--- src/inc/mcu_exec_pkg.sv ---
// constants, opcodes, states and flag layout of the instruction execution unit
package mcu_exec_pkg;
  localparam int PC_W         = 11;
  localparam int IW           = 14;
  localparam int DW           = 8;
  localparam int DM_AW        = 7;
  localparam int STACK_LEVELS = 4;
  localparam int WDOG_W       = 8;
  // data memory address that aliases the program counter low byte
  localparam logic [DM_AW-1:0] PC_LOW_ADDR = 7'h02;
  localparam logic [2:0]       LAST_PAGE   = 3'h7;
  // instruction prefix in bits 13:12
  localparam logic [1:0] PFX_BRANCH = 2'h3;
  localparam logic [1:0] PFX_BIT    = 2'h2;
  // bit operation kind in bits 11:10
  localparam logic [1:0] BIT_CLEAR     = 2'h0;
  localparam logic [1:0] BIT_SKIP_ZERO = 2'h1;
  localparam logic [1:0] BIT_SKIP_SET  = 2'h2;
  // register port word indices
  localparam logic [2:0] BUS_CTRL     = 3'h0;
  localparam logic [2:0] BUS_ACCUM    = 3'h1;
  localparam logic [2:0] BUS_STATUS   = 3'h2;
  localparam logic [2:0] BUS_TABLE_HI = 3'h3;
  localparam logic [2:0] BUS_PC_LOW   = 3'h4;
  localparam logic [2:0] BUS_WDOG     = 3'h5;
  localparam int         CTRL_RUN_BIT = 0;
  localparam logic [7:0] CTRL_RESET   = 8'h01;
  localparam logic [5:0] FLAGS_RESET  = 6'h00;

  typedef enum logic [4:0] {
    OP_NOP, OP_ADD_CARRY_ACCUM, OP_ADD_CARRY_MEM, OP_ADD_ACCUM, OP_ADD_IMM,
    OP_ADD_MEM, OP_AND_ACCUM, OP_AND_IMM, OP_AND_MEM, OP_CLEAR_MEM,
    OP_COMPL_MEM, OP_COMPL_ACCUM, OP_SKIP_ZERO, OP_SKIP_ZERO_MOVE, OP_INC_SKIP,
    OP_DEC_SKIP, OP_INC_SKIP_ACCUM, OP_DEC_SKIP_ACCUM, OP_SWAP_MEM, OP_SWAP_ACCUM,
    OP_RETURN, OP_RETURN_VALUE, OP_RETURN_INT, OP_TABLE_CURRENT, OP_TABLE_LAST,
    OP_WDOG_SINGLE, OP_WDOG_HALF_A, OP_WDOG_HALF_B, OP_HALT
  } op_e;

  typedef enum {ST_EXEC, ST_SKIP, ST_DUMMY, ST_TABLE, ST_HALTED} state_e;
  typedef enum {HALF_NONE, HALF_A, HALF_B} half_e;

  typedef struct packed {
    logic timeout;
    logic powerDown;
    logic overflow;
    logic zero;
    logic halfCarry;
    logic carry;
  } flags_s;
endpackage

--- src/rtl/mcu_instruction_execute_unit.sv ---
// instruction fetch, decode and execute of the 8-bit core
`timescale 1ns/1ps
//
// Operation
// RULE1: skip taken costs two cycles, else one
// RULE2: writing program counter low byte takes two
// RULE3: single watchdog clear resets counter and flags
// RULE4: alternating half clears together clear watchdog
// RULE5: repeated same half clear changes nothing
// RULE6: add with carry, flags updated
// RULE7: plain add, memory or immediate, flags
// RULE8: logical and affects zero flag only
// RULE9: call pushes pc plus one, two cycles
// RULE10: clear memory byte writes zero, no flags
// RULE11: bit clear forces one bit low
// RULE12: memory complement in place, zero flag
// RULE13: table read fills high register and memory
// RULE14: increment or decrement, skip on zero
// RULE15: bit test skips on zero or set
// RULE16: nibble swap in place or to accumulator
// RULE17: return with value loads accumulator
// RULE18: halt stops, clears watchdog, sets power-down
// RULE19: return from interrupt sets interrupt enable
// RULE20: zero flag follows eight-bit result
// RULE21: half-carry bit3, carry bit7, signed overflow
module mcu_instruction_execute_unit
  import mcu_exec_pkg::*;
#(
  parameter int STACK_DEPTH = STACK_LEVELS,
  parameter int DM_DEPTH    = 128
)(
  // clock and reset
  input  wire logic            clk,
  input  wire logic            rst,
  // program memory
  output logic [PC_W-1:0]      progAddr,
  input  wire logic [IW-1:0]   progData,
  // core events
  input  wire logic            wakeUp,
  input  wire logic            watchdogTimeout,
  input  wire logic            interruptTaken,
  output logic                 powerDown,
  output logic                 masterIntEnable,
  output logic                 watchdogClear,
  // register port
  input  wire logic [2:0]      busAddr,
  input  wire logic [DW-1:0]   busWdata,
  input  wire logic            busWrite,
  input  wire logic            busRead,
  output logic [DW-1:0]        busRdata
);
  localparam int SP_W = $clog2(STACK_DEPTH);

  state_e                  state_reg;
  state_e                  stateNext;
  half_e                   lastHalf_reg;
  flags_s                  flags_reg;
  logic [PC_W-1:0]         pc_reg;
  logic [PC_W-1:0]         pcNext;
  logic [DW-1:0]           accum_reg;
  logic [IW-1:0]           tableHigh_reg;
  logic [PC_W-1:0]         tableAddr_reg;
  logic [DM_AW-1:0]        tableDest_reg;
  logic [WDOG_W-1:0]       watchdogCnt_reg;
  logic [DW-1:0]           ctrl_reg;
  logic [DW-1:0]           dataMem [DM_DEPTH];
  logic [PC_W-1:0]         stack_reg [STACK_DEPTH];
  logic [SP_W-1:0]         sp_reg;
  logic                    intEnable_reg;
  logic                    wdogClear_reg;
  logic [DW-1:0]           busRdata_reg;

  // decode
  wire logic               go        = (state_reg == ST_EXEC) && ctrl_reg[CTRL_RUN_BIT];
  wire logic               isBranch  = progData[13:12] == PFX_BRANCH;
  wire logic               isCall    = isBranch && progData[11];
  wire logic               isBitOp   = progData[13:12] == PFX_BIT;
  wire logic [1:0]         bitKind   = progData[11:10];
  wire logic [DW-1:0]      bitMask   = 8'h01 << progData[9:7];
  wire op_e                opSel     = progData[13] ? OP_NOP : op_e'(progData[12:8]);
  wire logic [DM_AW-1:0]   memAddr   = progData[DM_AW-1:0];
  wire logic [DW-1:0]      imm       = progData[7:0];
  wire logic [PC_W-1:0]    jumpTarget = progData[PC_W-1:0];
  wire logic [PC_W-1:0]    pcInc     = pc_reg + PC_W'(1);
  wire logic [SP_W-1:0]    spTop     = sp_reg - SP_W'(1);
  wire logic [DW-1:0]      memRd     = (memAddr == PC_LOW_ADDR) ? pc_reg[7:0] : dataMem[memAddr];
  wire logic               useImm    = (opSel == OP_ADD_IMM) || (opSel == OP_AND_IMM);
  wire logic [DW-1:0]      opB       = useImm ? imm : memRd;
  wire logic               withCarry = (opSel == OP_ADD_CARRY_ACCUM) ||
                                       (opSel == OP_ADD_CARRY_MEM);
  wire logic               addCin    = withCarry && flags_reg.carry;
  wire logic [DW:0]        addSum    = {1'b0, accum_reg} + {1'b0, opB} + 9'(addCin);
  wire logic [4:0]         halfSum   = {1'b0, accum_reg[3:0]} + {1'b0, opB[3:0]} + 5'(addCin);
  wire logic               addOv     = (accum_reg[7] == opB[7]) && (addSum[7] != accum_reg[7]);

  logic [DW-1:0]           resVal;
  logic                    wrAccum;
  logic                    wrMem;
  logic                    setZero;
  logic                    setArith;
  logic                    isSkipOp;
  logic                    skipCond;
  logic                    doReturn;

  always_comb
  begin
    resVal   = memRd;
    wrAccum  = 1'b0;
    wrMem    = 1'b0;
    setZero  = 1'b0;
    setArith = 1'b0;
    isSkipOp = 1'b0;
    skipCond = 1'b0;
    doReturn = 1'b0;
    case (opSel)
      OP_ADD_CARRY_ACCUM, OP_ADD_ACCUM, OP_ADD_IMM:
      begin
        resVal   = addSum[7:0];  // see RULE6 see RULE7
        wrAccum  = 1'b1;
        setArith = 1'b1;
      end
      OP_ADD_CARRY_MEM, OP_ADD_MEM:
      begin
        resVal   = addSum[7:0];  // see RULE6 see RULE7
        wrMem    = 1'b1;
        setArith = 1'b1;
      end
      OP_AND_ACCUM, OP_AND_IMM, OP_AND_MEM:
      begin
        resVal   = accum_reg & opB;  // see RULE8
        wrAccum  = opSel != OP_AND_MEM;
        wrMem    = opSel == OP_AND_MEM;
        setZero  = 1'b1;
      end
      OP_CLEAR_MEM:
      begin
        resVal = 8'h00;  // see RULE10
        wrMem  = 1'b1;
      end
      OP_COMPL_MEM, OP_COMPL_ACCUM:
      begin
        resVal  = ~memRd;  // see RULE12
        wrMem   = opSel == OP_COMPL_MEM;
        wrAccum = opSel == OP_COMPL_ACCUM;
        setZero = 1'b1;
      end
      OP_SKIP_ZERO, OP_SKIP_ZERO_MOVE:
      begin
        isSkipOp = 1'b1;
        skipCond = memRd == 8'h00;
        wrAccum  = opSel == OP_SKIP_ZERO_MOVE;
      end
      OP_INC_SKIP, OP_INC_SKIP_ACCUM, OP_DEC_SKIP, OP_DEC_SKIP_ACCUM:
      begin
        resVal   = ((opSel == OP_INC_SKIP) || (opSel == OP_INC_SKIP_ACCUM)) ?
                   memRd + 8'h01 : memRd - 8'h01;  // see RULE14
        wrMem    = (opSel == OP_INC_SKIP) || (opSel == OP_DEC_SKIP);
        wrAccum  = !wrMem;
        isSkipOp = 1'b1;
        skipCond = resVal == 8'h00;
      end
      OP_SWAP_MEM, OP_SWAP_ACCUM:
      begin
        resVal  = {memRd[3:0], memRd[7:4]};  // see RULE16
        wrMem   = opSel == OP_SWAP_MEM;
        wrAccum = opSel == OP_SWAP_ACCUM;
      end
      OP_RETURN_VALUE:
      begin
        resVal   = imm;  // see RULE17
        wrAccum  = 1'b1;
        doReturn = 1'b1;
      end
      OP_RETURN, OP_RETURN_INT:
        doReturn = 1'b1;
      default:
        resVal = memRd;
    endcase
    if (isBitOp)
    begin
      isSkipOp = bitKind != BIT_CLEAR;  // see RULE15
      skipCond = (bitKind == BIT_SKIP_SET) == ((memRd & bitMask) != 8'h00);
      wrMem    = bitKind == BIT_CLEAR;
      resVal   = memRd & ~bitMask;  // see RULE11
    end
  end

  wire logic  pcLowWrite = wrMem && (memAddr == PC_LOW_ADDR);
  wire logic  doSkip     = isSkipOp && skipCond;
  wire logic  isTable    = (opSel == OP_TABLE_CURRENT) || (opSel == OP_TABLE_LAST);
  wire logic  isHalt     = opSel == OP_HALT;
  wire logic  pairDone   = ((opSel == OP_WDOG_HALF_A) && (lastHalf_reg == HALF_B)) ||
                           ((opSel == OP_WDOG_HALF_B) && (lastHalf_reg == HALF_A));
  wire logic  wdClr      = go && ((opSel == OP_WDOG_SINGLE) || pairDone);  // see RULE3 see RULE4
  wire logic  haltNow    = go && isHalt;

  // sequencing and program counter
  always_comb
  begin
    stateNext = state_reg;
    pcNext    = pc_reg;
    case (state_reg)
      ST_EXEC:
        if (go)
        begin
          pcNext = pcInc;
          if (isBranch)
            pcNext = jumpTarget;
          else if (doReturn)
            pcNext = stack_reg[spTop];
          else if (pcLowWrite)
            pcNext = {pc_reg[PC_W-1:8], resVal};
          if (isHalt)
            stateNext = ST_HALTED;  // see RULE18
          else if (isTable)
            stateNext = ST_TABLE;  // see RULE13
          else if (doSkip)
            stateNext = ST_SKIP;  // see RULE1
          else if (isBranch || doReturn || pcLowWrite)
            stateNext = ST_DUMMY;  // see RULE2 see RULE9
        end
      ST_SKIP:
      begin
        pcNext    = pcInc;
        stateNext = ST_EXEC;
      end
      ST_DUMMY, ST_TABLE:
        stateNext = ST_EXEC;
      ST_HALTED:
        if (wakeUp)
          stateNext = ST_EXEC;
      default:
        stateNext = ST_EXEC;
    endcase
  end

  always_ff @(posedge clk or posedge rst)
  begin
    if (rst)
    begin
      state_reg <= ST_EXEC;
      pc_reg    <= '0;
    end
    else
    begin
      state_reg <= stateNext;
      pc_reg    <= pcNext;
    end
  end

  // accumulator, flags and table registers
  always_ff @(posedge clk or posedge rst)
  begin
    if (rst)
    begin
      accum_reg     <= '0;
      flags_reg     <= FLAGS_RESET;
      tableHigh_reg <= '0;
      tableAddr_reg <= '0;
      tableDest_reg <= '0;
    end
    else
    begin
      if (go && wrAccum)
        accum_reg <= resVal;
      if (go && (setZero || setArith))
        flags_reg.zero <= resVal == 8'h00;  // see RULE20
      if (go && setArith)
      begin
        flags_reg.carry     <= addSum[DW];  // see RULE21
        flags_reg.halfCarry <= halfSum[4];
        flags_reg.overflow  <= addOv;
      end
      if (wdClr)
        flags_reg.powerDown <= 1'b0;
      else if (haltNow)
        flags_reg.powerDown <= 1'b1;
      if (watchdogTimeout)
        flags_reg.timeout <= 1'b1;
      else if (wdClr || haltNow)
        flags_reg.timeout <= 1'b0;
      if (go && isTable)
      begin
        tableAddr_reg <= {(opSel == OP_TABLE_LAST) ? LAST_PAGE : pc_reg[PC_W-1:8], accum_reg};
        tableDest_reg <= memAddr;
      end
      if (state_reg == ST_TABLE)
        tableHigh_reg <= {{DW{1'b0}}, progData[IW-1:DW]};  // see RULE13
    end
  end

  // data memory
  always_ff @(posedge clk or posedge rst)
  begin
    if (rst)
    begin
      for (int i = 0; i < DM_DEPTH; i++)
        dataMem[i] <= '0;
    end
    else if (go && wrMem && !pcLowWrite)
      dataMem[memAddr] <= resVal;
    else if (state_reg == ST_TABLE)
      dataMem[tableDest_reg] <= progData[7:0];
  end

  // return stack
  always_ff @(posedge clk or posedge rst)
  begin
    if (rst)
    begin
      sp_reg <= '0;
      for (int i = 0; i < STACK_DEPTH; i++)
        stack_reg[i] <= '0;
    end
    else if (go && isCall)
    begin
      stack_reg[sp_reg] <= pcInc;  // see RULE9
      sp_reg            <= sp_reg + SP_W'(1);
    end
    else if (go && doReturn)
      sp_reg <= spTop;
  end

  // watchdog, interrupt enable, control
  always_ff @(posedge clk or posedge rst)
  begin
    if (rst)
    begin
      watchdogCnt_reg <= '0;
      lastHalf_reg    <= HALF_NONE;
      intEnable_reg   <= 1'b0;
      wdogClear_reg   <= 1'b0;
      ctrl_reg        <= CTRL_RESET;
      busRdata_reg    <= '0;
    end
    else
    begin
      if (wdClr || haltNow)
        watchdogCnt_reg <= '0;
      else if (state_reg != ST_HALTED)
        watchdogCnt_reg <= watchdogCnt_reg + WDOG_W'(1);
      wdogClear_reg <= wdClr || haltNow;
      if (go && (opSel == OP_WDOG_HALF_A))
        lastHalf_reg <= pairDone ? HALF_NONE : HALF_A;  // see RULE5
      else if (go && (opSel == OP_WDOG_HALF_B))
        lastHalf_reg <= pairDone ? HALF_NONE : HALF_B;
      if (go && (opSel == OP_RETURN_INT))
        intEnable_reg <= 1'b1;  // see RULE19
      else if (interruptTaken)
        intEnable_reg <= 1'b0;
      if (busWrite && (busAddr == BUS_CTRL))
        ctrl_reg <= busWdata;
      busRdata_reg <= '0;
      if (busRead)
        case (busAddr)
          BUS_CTRL:     busRdata_reg <= ctrl_reg;
          BUS_ACCUM:    busRdata_reg <= accum_reg;
          BUS_STATUS:   busRdata_reg <= {2'b00, flags_reg};
          BUS_TABLE_HI: busRdata_reg <= tableHigh_reg[DW-1:0];
          BUS_PC_LOW:   busRdata_reg <= pc_reg[7:0];
          BUS_WDOG:     busRdata_reg <= watchdogCnt_reg;
          default:      busRdata_reg <= '0;
        endcase
    end
  end

  assign progAddr        = (state_reg == ST_TABLE) ? tableAddr_reg : pc_reg;
  assign powerDown       = state_reg == ST_HALTED;
  assign masterIntEnable = intEnable_reg;
  assign watchdogClear   = wdogClear_reg;
  assign busRdata        = busRdata_reg;

  a_skip_two_cycles: assert property (@(posedge clk) disable iff (rst) // see RULE1
    (go && doSkip && !isTable && !isHalt) |=> (state_reg == ST_SKIP) ##1 (state_reg == ST_EXEC))
    else $error("taken skip did not last two cycles");
  a_noskip_one_cycle: assert property (@(posedge clk) disable iff (rst) // see RULE1
    (go && isSkipOp && !skipCond && !pcLowWrite) |=> (state_reg == ST_EXEC)
      && (pc_reg == $past(pcInc)))
    else $error("untaken skip did not last one cycle");
  a_pc_low_dummy: assert property (@(posedge clk) disable iff (rst) // see RULE2
    (go && pcLowWrite && !isSkipOp) |=> (state_reg == ST_DUMMY) && (pc_reg[7:0] == $past(resVal)))
    else $error("program counter low write not two cycles");
  a_single_clear: assert property (@(posedge clk) disable iff (rst) // see RULE3
    (go && (opSel == OP_WDOG_SINGLE) && !watchdogTimeout) |=>
      (watchdogCnt_reg == '0) && !flags_reg.timeout && !flags_reg.powerDown)
    else $error("single watchdog clear incomplete");
  a_half_pair_clear: assert property (@(posedge clk) disable iff (rst) // see RULE4
    (go && pairDone && !watchdogTimeout) |=> (watchdogCnt_reg == '0) && !flags_reg.timeout
      && !flags_reg.powerDown && (lastHalf_reg == HALF_NONE))
    else $error("alternating half clears had no effect");
  a_half_repeat_none: assert property (@(posedge clk) disable iff (rst) // see RULE5
    (go && (opSel == OP_WDOG_HALF_A) && (lastHalf_reg != HALF_B) && !watchdogTimeout) |=>
      $stable(flags_reg) && (watchdogCnt_reg == $past(watchdogCnt_reg) + WDOG_W'(1)))
    else $error("repeated half clear changed watchdog state");
  a_add_flags: assert property (@(posedge clk) disable iff (rst) // see RULE21
    (go && setArith) |=> (flags_reg.carry == $past(addSum[DW]))
      && (flags_reg.halfCarry == $past(halfSum[4])) && (flags_reg.overflow == $past(addOv)))
    else $error("addition flags wrong");
  a_zero_flag: assert property (@(posedge clk) disable iff (rst) // see RULE20
    (go && (setZero || setArith)) |=> flags_reg.zero == ($past(resVal) == 8'h00))
    else $error("zero flag does not follow result");
  a_call_push: assert property (@(posedge clk) disable iff (rst) // see RULE9
    (go && isCall) |=> (stack_reg[$past(sp_reg)] == $past(pcInc))
      && (pc_reg == $past(jumpTarget)) && (state_reg == ST_DUMMY) ##1 (state_reg == ST_EXEC))
    else $error("call did not push return address");
  a_halt_entry: assert property (@(posedge clk) disable iff (rst) // see RULE18
    (haltNow && !watchdogTimeout) |=> powerDown && flags_reg.powerDown
      && !flags_reg.timeout && (watchdogCnt_reg == '0))
    else $error("halt entry incomplete");
endmodule

--- config.mk ---
export PLATFORM = sky130hd
export DESIGN_NAME = mcu_instruction_execute_unit
export DESIGN_NICKNAME = d
export VERILOG_FILES = /design/src/inc/mcu_exec_pkg.sv /design/src/rtl/mcu_instruction_execute_unit.sv
export SDC_FILE = /design/constraint.sdc
export NUM_CORES = 2
export LEC_CHECK = 0
export BUFFER_PORTS_ARGS = -buffer_cell sky130_fd_sc_hd__buf_2
export CORE_ASPECT_RATIO = 0.9
export CORE_MARGIN = 3
export CORE_UTILIZATION = 33
export DETAILED_ROUTE_END_ITERATION = 10
export PLACE_DENSITY = 0.56
export REMOVE_ABC_BUFFERS = 1
export SYNTH_ARGS = -nofsm -noshare
export SYNTH_HDL_FRONTEND = slang
export SYNTH_SLANG_ARGS = --single-unit
--- constraint.sdc ---
create_clock -name clk -period 47.4 [get_ports clk]
set_clock_uncertainty 0.1 [all_clocks]
set_input_delay 7.11 -clock clk [delete_from_list [all_inputs] [get_ports clk]]
set_output_delay 7.11 -clock clk [all_outputs]
set_load 0.05 [all_outputs]
Word-level counts from Yosys, hierarchy flattened

Index checks and enable logic that the tools add are counted.

Muxes and demuxes: 63
Order comparisons: 7
$mul: 0
Div/mod/pow operators: 0
Shifts and indexed selects: 1
Bitwise operators: 9
Reductions and logical operators: 69
Equal/unequal tests: 52
$add $sub $neg: 10

Operators with widths:

| operator            | number |
|---|---|
| $bwmux 1024         | 2 |
| $mux 1024           | 2 |
| $mux 32             | 8 |
| $demux 8 s7         | 2 |
| $eq 32x3->1 const B | 3 |
| $mux 11             | 8 |
| $mux 8              | 11 |
| $eq 5x5->1 const B  | 13 |
| $logic_not 32->1    | 2 |
| $pmux 32 s2         | 1 |
| $bmux 8 s7          | 1 |
| $pmux 8 s7          | 1 |
| $pmux 8 s6          | 1 |
| $bwmux 44           | 1 |
| $eq 5x4->1 const B  | 8 |
| $eq 32x1->1 const B | 1 |
| $eq 32x2->1 const B | 1 |
| $eq 32x4->1 const B | 1 |
| $ne 32x4->1 const B | 1 |
| $logic_and 1x1->1   | 25 |
| $and 8x8->8         | 3 |
| $logic_not 8->1     | 3 |
| $bmux 11 s2         | 1 |
| $demux 11 s2        | 1 |
| other kinds (52)    | 110 |

Output and inout bits: 22
Memory bits (read-only): 0
Memories kept: 0
Bits in latches: 0
Bits in writable memories: 0
Register bits: 1209
Logic and storage cells: 363
Input port bits: 32

Longest topological paths before layout

Depth in word-level cells: 16
Mapped depth: 27
Gate-level depth less buffers: 21

Worst setup path after synthesis

No wires, ideal clock.

Kind: in2reg
Start: input progData[0]
End: register pc_reg[6]
Setup time: 0.128 ns
Arrival: 11.588 ns
Path buffers: 3
Setup slack: 35.584 ns
Stages: 22
Data required time: 47.172 ns
Cell sequence: buf_4 -> mux4_2 -> mux4_2 -> a21oi_1 -> a31oi_2 -> nand2_1 -> o21ai_0 -> fa_1 -> fa_1 -> a21o_1 -> a21oi_1 -> o21bai_1 -> a21oi_1 -> xnor2_1 -> a22oi_1 -> nand3_1 -> a221oi_2 -> buf_4 -> buf_2 -> nand2_1 -> a22oi_1 -> o21ai_0

Cells in the longest elaborated chain, start to end: 15
Elaborated cells on any way between the ends: 23
Those cells by class: add/sub: 4; eq/ne: 1; mux: 13; bitwise: 4; reduce/logical: 1

RTL lines:

| what                                      | line                                | text |
|---|---|---|
| start, declared                           | mcu_instruction_execute_unit.sv:37  | `input wire logic [IW-1:0] progData,` |
| $not 7->8 (implied by the code)           | mcu_instruction_execute_unit.sv:86  | `wire logic [DW-1:0] memRd = (memAddr == PC_LOW_ADDR) ? pc_reg[7:0] : dataMem[memAddr];` |
| $bmux 8 s7                                | mcu_instruction_execute_unit.sv:86  |  |
| $mux 8 (implied by the code) (2 in a row) | mcu_instruction_execute_unit.sv:86  |  |
| $mux 8                                    | mcu_instruction_execute_unit.sv:86  |  |
| $mux 8                                    | mcu_instruction_execute_unit.sv:88  | `wire logic [DW-1:0] opB = useImm ? imm : memRd;` |
| $add 8x8->9                               | mcu_instruction_execute_unit.sv:92  | `wire logic [DW:0] addSum = {1'b0, accum_reg} + {1'b0, opB} + 9'(addCin);` |
| $add 9x1->9                               | mcu_instruction_execute_unit.sv:92  |  |
| $pmux 8 s7                                | mcu_instruction_execute_unit.sv:115 | `case (opSel)` |
| $mux 8                                    | mcu_instruction_execute_unit.sv:179 | `if (isBitOp)` |
| $mux 11 *                                 | mcu_instruction_execute_unit.sv:211 | `else if (pcLowWrite)` |
| $mux 11 *                                 | mcu_instruction_execute_unit.sv:209 | `else if (doReturn)` |
| $mux 11 *                                 | mcu_instruction_execute_unit.sv:207 | `if (isBranch)` |
| $mux 11 *                                 | mcu_instruction_execute_unit.sv:204 | `if (go)` |
| $pmux 11 s2 *                             | mcu_instruction_execute_unit.sv:202 | `case (state_reg)` |
| end signal, assigned                      | mcu_instruction_execute_unit.sv:247 | `pc_reg <= pcNext;` |
| end, declared                             | mcu_instruction_execute_unit.sv:58  | `logic [PC_W-1:0] pc_reg;` |

Mark *: on every way between the ends. The rest lies on a longest branch, timed or not. The select of a mux whose other input is x is not followed.
A chain may end at the register's enable or synchronous reset.

Worst setup path in the final report

Start: input progData[2]
End: register dataMem[631] (netlist name)

Cells in the longest elaborated chain, start to end: 12
Elaborated cells on any way between the ends: 28
Those cells by class: add/sub: 4; order compare: 2; eq/ne: 1; mux: 12; bitwise: 4; reduce/logical: 5

RTL lines:

| what                                      | line                                                                    | text |
|---|---|---|
| $not 7->8 (implied by the code)           | mcu_instruction_execute_unit.sv:86, mcu_instruction_execute_unit.sv:301 |  |
| $bmux 8 s7                                | mcu_instruction_execute_unit.sv:86                                      |  |
| $mux 8 (implied by the code) (2 in a row) | mcu_instruction_execute_unit.sv:86                                      |  |
| $mux 8                                    | mcu_instruction_execute_unit.sv:86                                      |  |
| $mux 8                                    | mcu_instruction_execute_unit.sv:88                                      |  |
| $add 8x8->9                               | mcu_instruction_execute_unit.sv:92                                      |  |
| $add 9x1->9                               | mcu_instruction_execute_unit.sv:92                                      |  |
| $pmux 8 s7                                | mcu_instruction_execute_unit.sv:115                                     |  |
| $mux 8                                    | mcu_instruction_execute_unit.sv:179                                     |  |
| $bwmux 1024                               | mcu_instruction_execute_unit.sv:301                                     | `dataMem[memAddr] <= resVal;` |
| $mux 1024                                 | mcu_instruction_execute_unit.sv:300                                     | `else if (go && wrMem && !pcLowWrite)` |
| end signal, assigned by index             | mcu_instruction_execute_unit.sv:301                                     |  |
| end signal, assigned by index             | mcu_instruction_execute_unit.sv:303                                     | `dataMem[tableDest_reg] <= progData[7:0];` |
| end, declared                             | mcu_instruction_execute_unit.sv:66                                      | `logic [DW-1:0] dataMem [DM_DEPTH];` |

Parallel ways exist; a longest one is shown, timed or not. The select of a mux whose other input is x is not followed.

==> impl_metrics.env <==
export IMPL_syn_area_mm2=0.0598
export IMPL_rows=147
export IMPL_dr_pass1_iters=8
export IMPL_worstHoldPathType="reg2reg"
export IMPL_synth_top_area_share_pct=48.0
export IMPL_synth_cells_most_frequent="dfrtp_1, o21ai_0, a22oi_1, nand2_1, clkbuf_1"
export IMPL_rsz0062_at_grt="false"
export IMPL_cp_arrival_ns=16.70
export IMPL_dieArea_mm2=0.186
export IMPL_post_cts_resized=0
export IMPL_min_period_ns=16.18
export IMPL_numCtsBuffers=134
export IMPL_grt_pass1_vias=52700
export IMPL_routabilityCongestion=0.990
export IMPL_synthAdderAreaFrac_pct=0.519
export IMPL_slew_violations=2
export IMPL_start_util_pct=33.4
export IMPL_hold_buffers=0
export IMPL_grt_pass1_wl_mm=394
export IMPL_clkSinkCount=1148
export IMPL_cp_required_ns=47.92
export IMPL_cts_tree="yes"
export IMPL_cts_buffer_depth=3
export IMPL_clock_latency_ns=0.82
export IMPL_setup_viol=0
export IMPL_synth_mux_area_fraction_pct=8.34
export IMPL_fmax_mhz=61.8
export IMPL_relSlewSlack_pct=-1.50
export IMPL_ys_flop_type="dfrtp_1"
export IMPL_synth_xor_area_share_pct=0.488
export IMPL_dpl_hpwl_mm=172
export IMPL_synth_area_leaders="dfrtp_1, a22oi_1, o21ai_0, mux4_2, nand2_1"
export IMPL_die_h_um=410
export IMPL_crit_type="in2reg"
export IMPL_drt_iter0_drc=8647
export IMPL_synth_top_family_by_area="compound AO/OA/AOI/OAI gates"
export IMPL_antenna_found_initial=17
export IMPL_tightest_slew_ns=1.51
export IMPL_yosysTopAreaCell="dfrtp_1"
export IMPL_io_pins=54
export IMPL_routed_wl_mm=274
export IMPL_synth_edf_count=0
export IMPL_remaining_drc_errors=0
export IMPL_power_per_cell_area_mw_per_mm2=38.7
export IMPL_nFillCells=17900
export IMPL_yosysMostFrequentCell="dfrtp_1"
export IMPL_largest_register_ffs=1022
export IMPL_ys_types=108
export IMPL_postCtsSetupBuffers=0
export IMPL_clk_pin_slew_ns=0.06
export IMPL_status="complete, but fails checks"
export IMPL_globalRouteOverflowTotal=0
export IMPL_layout_nets=5839
export IMPL_portBuffers=53
export IMPL_setup_tns_ns=0
export IMPL_seq_area_frac_synth_pct=48.0
export IMPL_ys_ff_latch=1148
export IMPL_syn2layout_area_growth_pct=11.4
export IMPL_grt_max_degree=153
export IMPL_instances_no_fill=8278
export IMPL_wl_per_cell_um=33.1
export IMPL_synthSimpleGateAreaFrac_pct=7.34
export IMPL_post_synth_inst_count=5963
export IMPL_vdd_drop_max_uv=38.6
export IMPL_p_leak_nw=26.4
export IMPL_timing_final_crit_share_pct=34.1
export IMPL_violations="max-capacitance violations, max-slew violations"
export IMPL_yosys_warnings=0
export IMPL_maxCapViolCount=1
export IMPL_h_tree_depth=4
export IMPL_crit_path_end_kind="register"
export IMPL_root_buffer="clkbuf_16"
export IMPL_die_width_um=455
export IMPL_vias=56300
export IMPL_core_mm2=0.179
export IMPL_avgSynthCellArea_um2=10.0
export IMPL_dp_cells=8032
export IMPL_ys_async_sr_fraction_pct=100
export IMPL_hold_viol=0
export IMPL_synth_compound_area_share_pct=31.1
export IMPL_drive_above_1_share_pct=11.9
export IMPL_cp_max_fo=55
export IMPL_critPathLaunchType="input port"
export IMPL_ant_nets=0
export IMPL_vias_per_cell=6.80
export IMPL_grtUsageTotal_pct=28.6
## power by group
group	switching, mW	total, mW	leakage (nW)	internal [mW]
Sequential	0.0517	1.08	15.6	1.03
Clock	0.443	1.06	2.14	0.617
Combinational	0.323	0.437	8.65	0.113
Total	0.818	2.58	26.4	1.76
## worst paths after layout
| check | from | end | depth (start not counted) | slack, ns |
|---|---|---|---|---|
| max reg2reg | dataMem[320]$_DFFE_PP0P_ | dataMem[631]$_DFFE_PP0P_ | 23 | 39.03 |
| min | stack_reg[26]$_DFFE_PP0P_ | stack_reg[26]$_DFFE_PP0P_ | 2 | 0.38 |
| min in group asynchronous | rst | dataMem[356]$_DFFE_PP0P_ | 2 | 6.38 |
| max in group asynchronous | rst | dataMem[286]$_DFFE_PP0P_ | 6 | 36.69 |
| max | progData[2] | dataMem[631]$_DFFE_PP0P_ | 24 | 31.22 |
| min reg2reg | stack_reg[26]$_DFFE_PP0P_ | stack_reg[26]$_DFFE_PP0P_ | 2 | 0.38 |
## area by class of cell
class                   instances  area, um2  area share (%)
diodes                         12       30.0          0.0451
clock buffers                 204       3980            5.97
clock inverters                30        399           0.599
inverters                      34        136           0.205
multi-input cells            4259      28700            43.1
flip-flops and latches       1148      28700            43.1
well taps                    2384       2980            4.48
repair buffers                207       1630            2.44
## kinds of logic (layout without fill, tap and decap cells)
logic type / count (synthesis) / count (layout)
mux: 356 / 356
fa+ha+maj: 23 / 23
buf+inv: 556 / 475
compound gates: 2876 / 2876
simple gates: 974 / 974
flops: 1148 / 1148
xor+xnor: 30 / 30
other cells: 0 / 12
## per-layer routing
| layer | GRT usage, % | vias to the layer above | share of wire [%] |
|---|---|---|---|
| met4 | 15.0 | 26 | 6.1 |
| met3 | 10.6 | 882 | 14 |
| li1 | - | 22700 | - |
| met1 | 39.2 | 28600 | 40 |
| met5 | 0 | - | 0.097 |
| met2 | 38.8 | 3971 | 41 |
## stage by stage
| stage | instance area, um2 | hold WS [ns] | util, % | total power [mW] | setup slack [ns] |
|---|---|---|---|---|---|
| global placement | 62200 | 0.354 | 34.7 | 1.51 | 30.93 |
| global route | 66600 | 0.397 | 37.2 | 2.64 | 31.32 |
| detailed placement | 62200 | 0.361 | 34.7 | 1.52 | 31.05 |
| finish | 66600 | 0.379 | 37.2 | 2.58 | 31.22 |
| floorplan | 57400 | 0.340 | - | 1.30 | 7.86 |
| CTS | 66600 | 0.375 | 37.2 | 2.57 | 31.84 |
## worst max-delay path, stage by stage
cell and delay [ns]:
buf_8 0.27, buf_4 0.61, buf_4 0.60, nor2_4 0.27, buf_4 0.41, a221oi_1 0.52, o221ai_1 0.26, o2111a_1 0.19
nor4_1 1.14, a31oi_2 0.65, mux2_2 0.49, ha_1 0.33, a21oi_1 0.22, o21bai_1 0.12, a21oi_1 0.23, o21bai_1 0.10
a21oi_1 0.27, xnor2_1 0.11, a22o_1 0.18, o2bb2ai_1 0.12, and3b_4 0.65, buf_4 0.65, buf_4 0.78, o21ai_0 0.20
## cell usage in the layout, fill, tap and decap left out, types with 15 or more instances in the layout
| cell | n |
|---|---|
| a32oi_1 | 15 |
| clkbuf_1 | 37 |
| nand2b_1 | 32 |
| o22ai_1 | 65 |
| ha_1 | 20 |
| a31oi_1 | 29 |
| a221oi_1 | 107 |
| o21a_1 | 20 |
| clkbuf_16 | 137 |
| buf_2 | 45 |
| a21oi_1 | 280 |
| clkbuf_8 | 32 |
| a22oi_1 | 947 |
| o221ai_1 | 41 |
| nor2_1 | 273 |
| inv_1 | 29 |
| mux2i_1 | 128 |
| nor2b_1 | 18 |
| o2bb2ai_1 | 20 |
| and2_1 | 18 |
| nand2_1 | 436 |
| mux4_2 | 101 |
| a22o_1 | 18 |
| a221o_1 | 26 |
| mux2_2 | 118 |
| xnor2_1 | 18 |
| nand3_1 | 48 |
| o21ai_0 | 1093 |
| nor3_1 | 32 |
| buf_4 | 143 |
| dfrtp_1 | 1147 |
| a211oi_1 | 86 |
(Power assumes the default switching activity.)
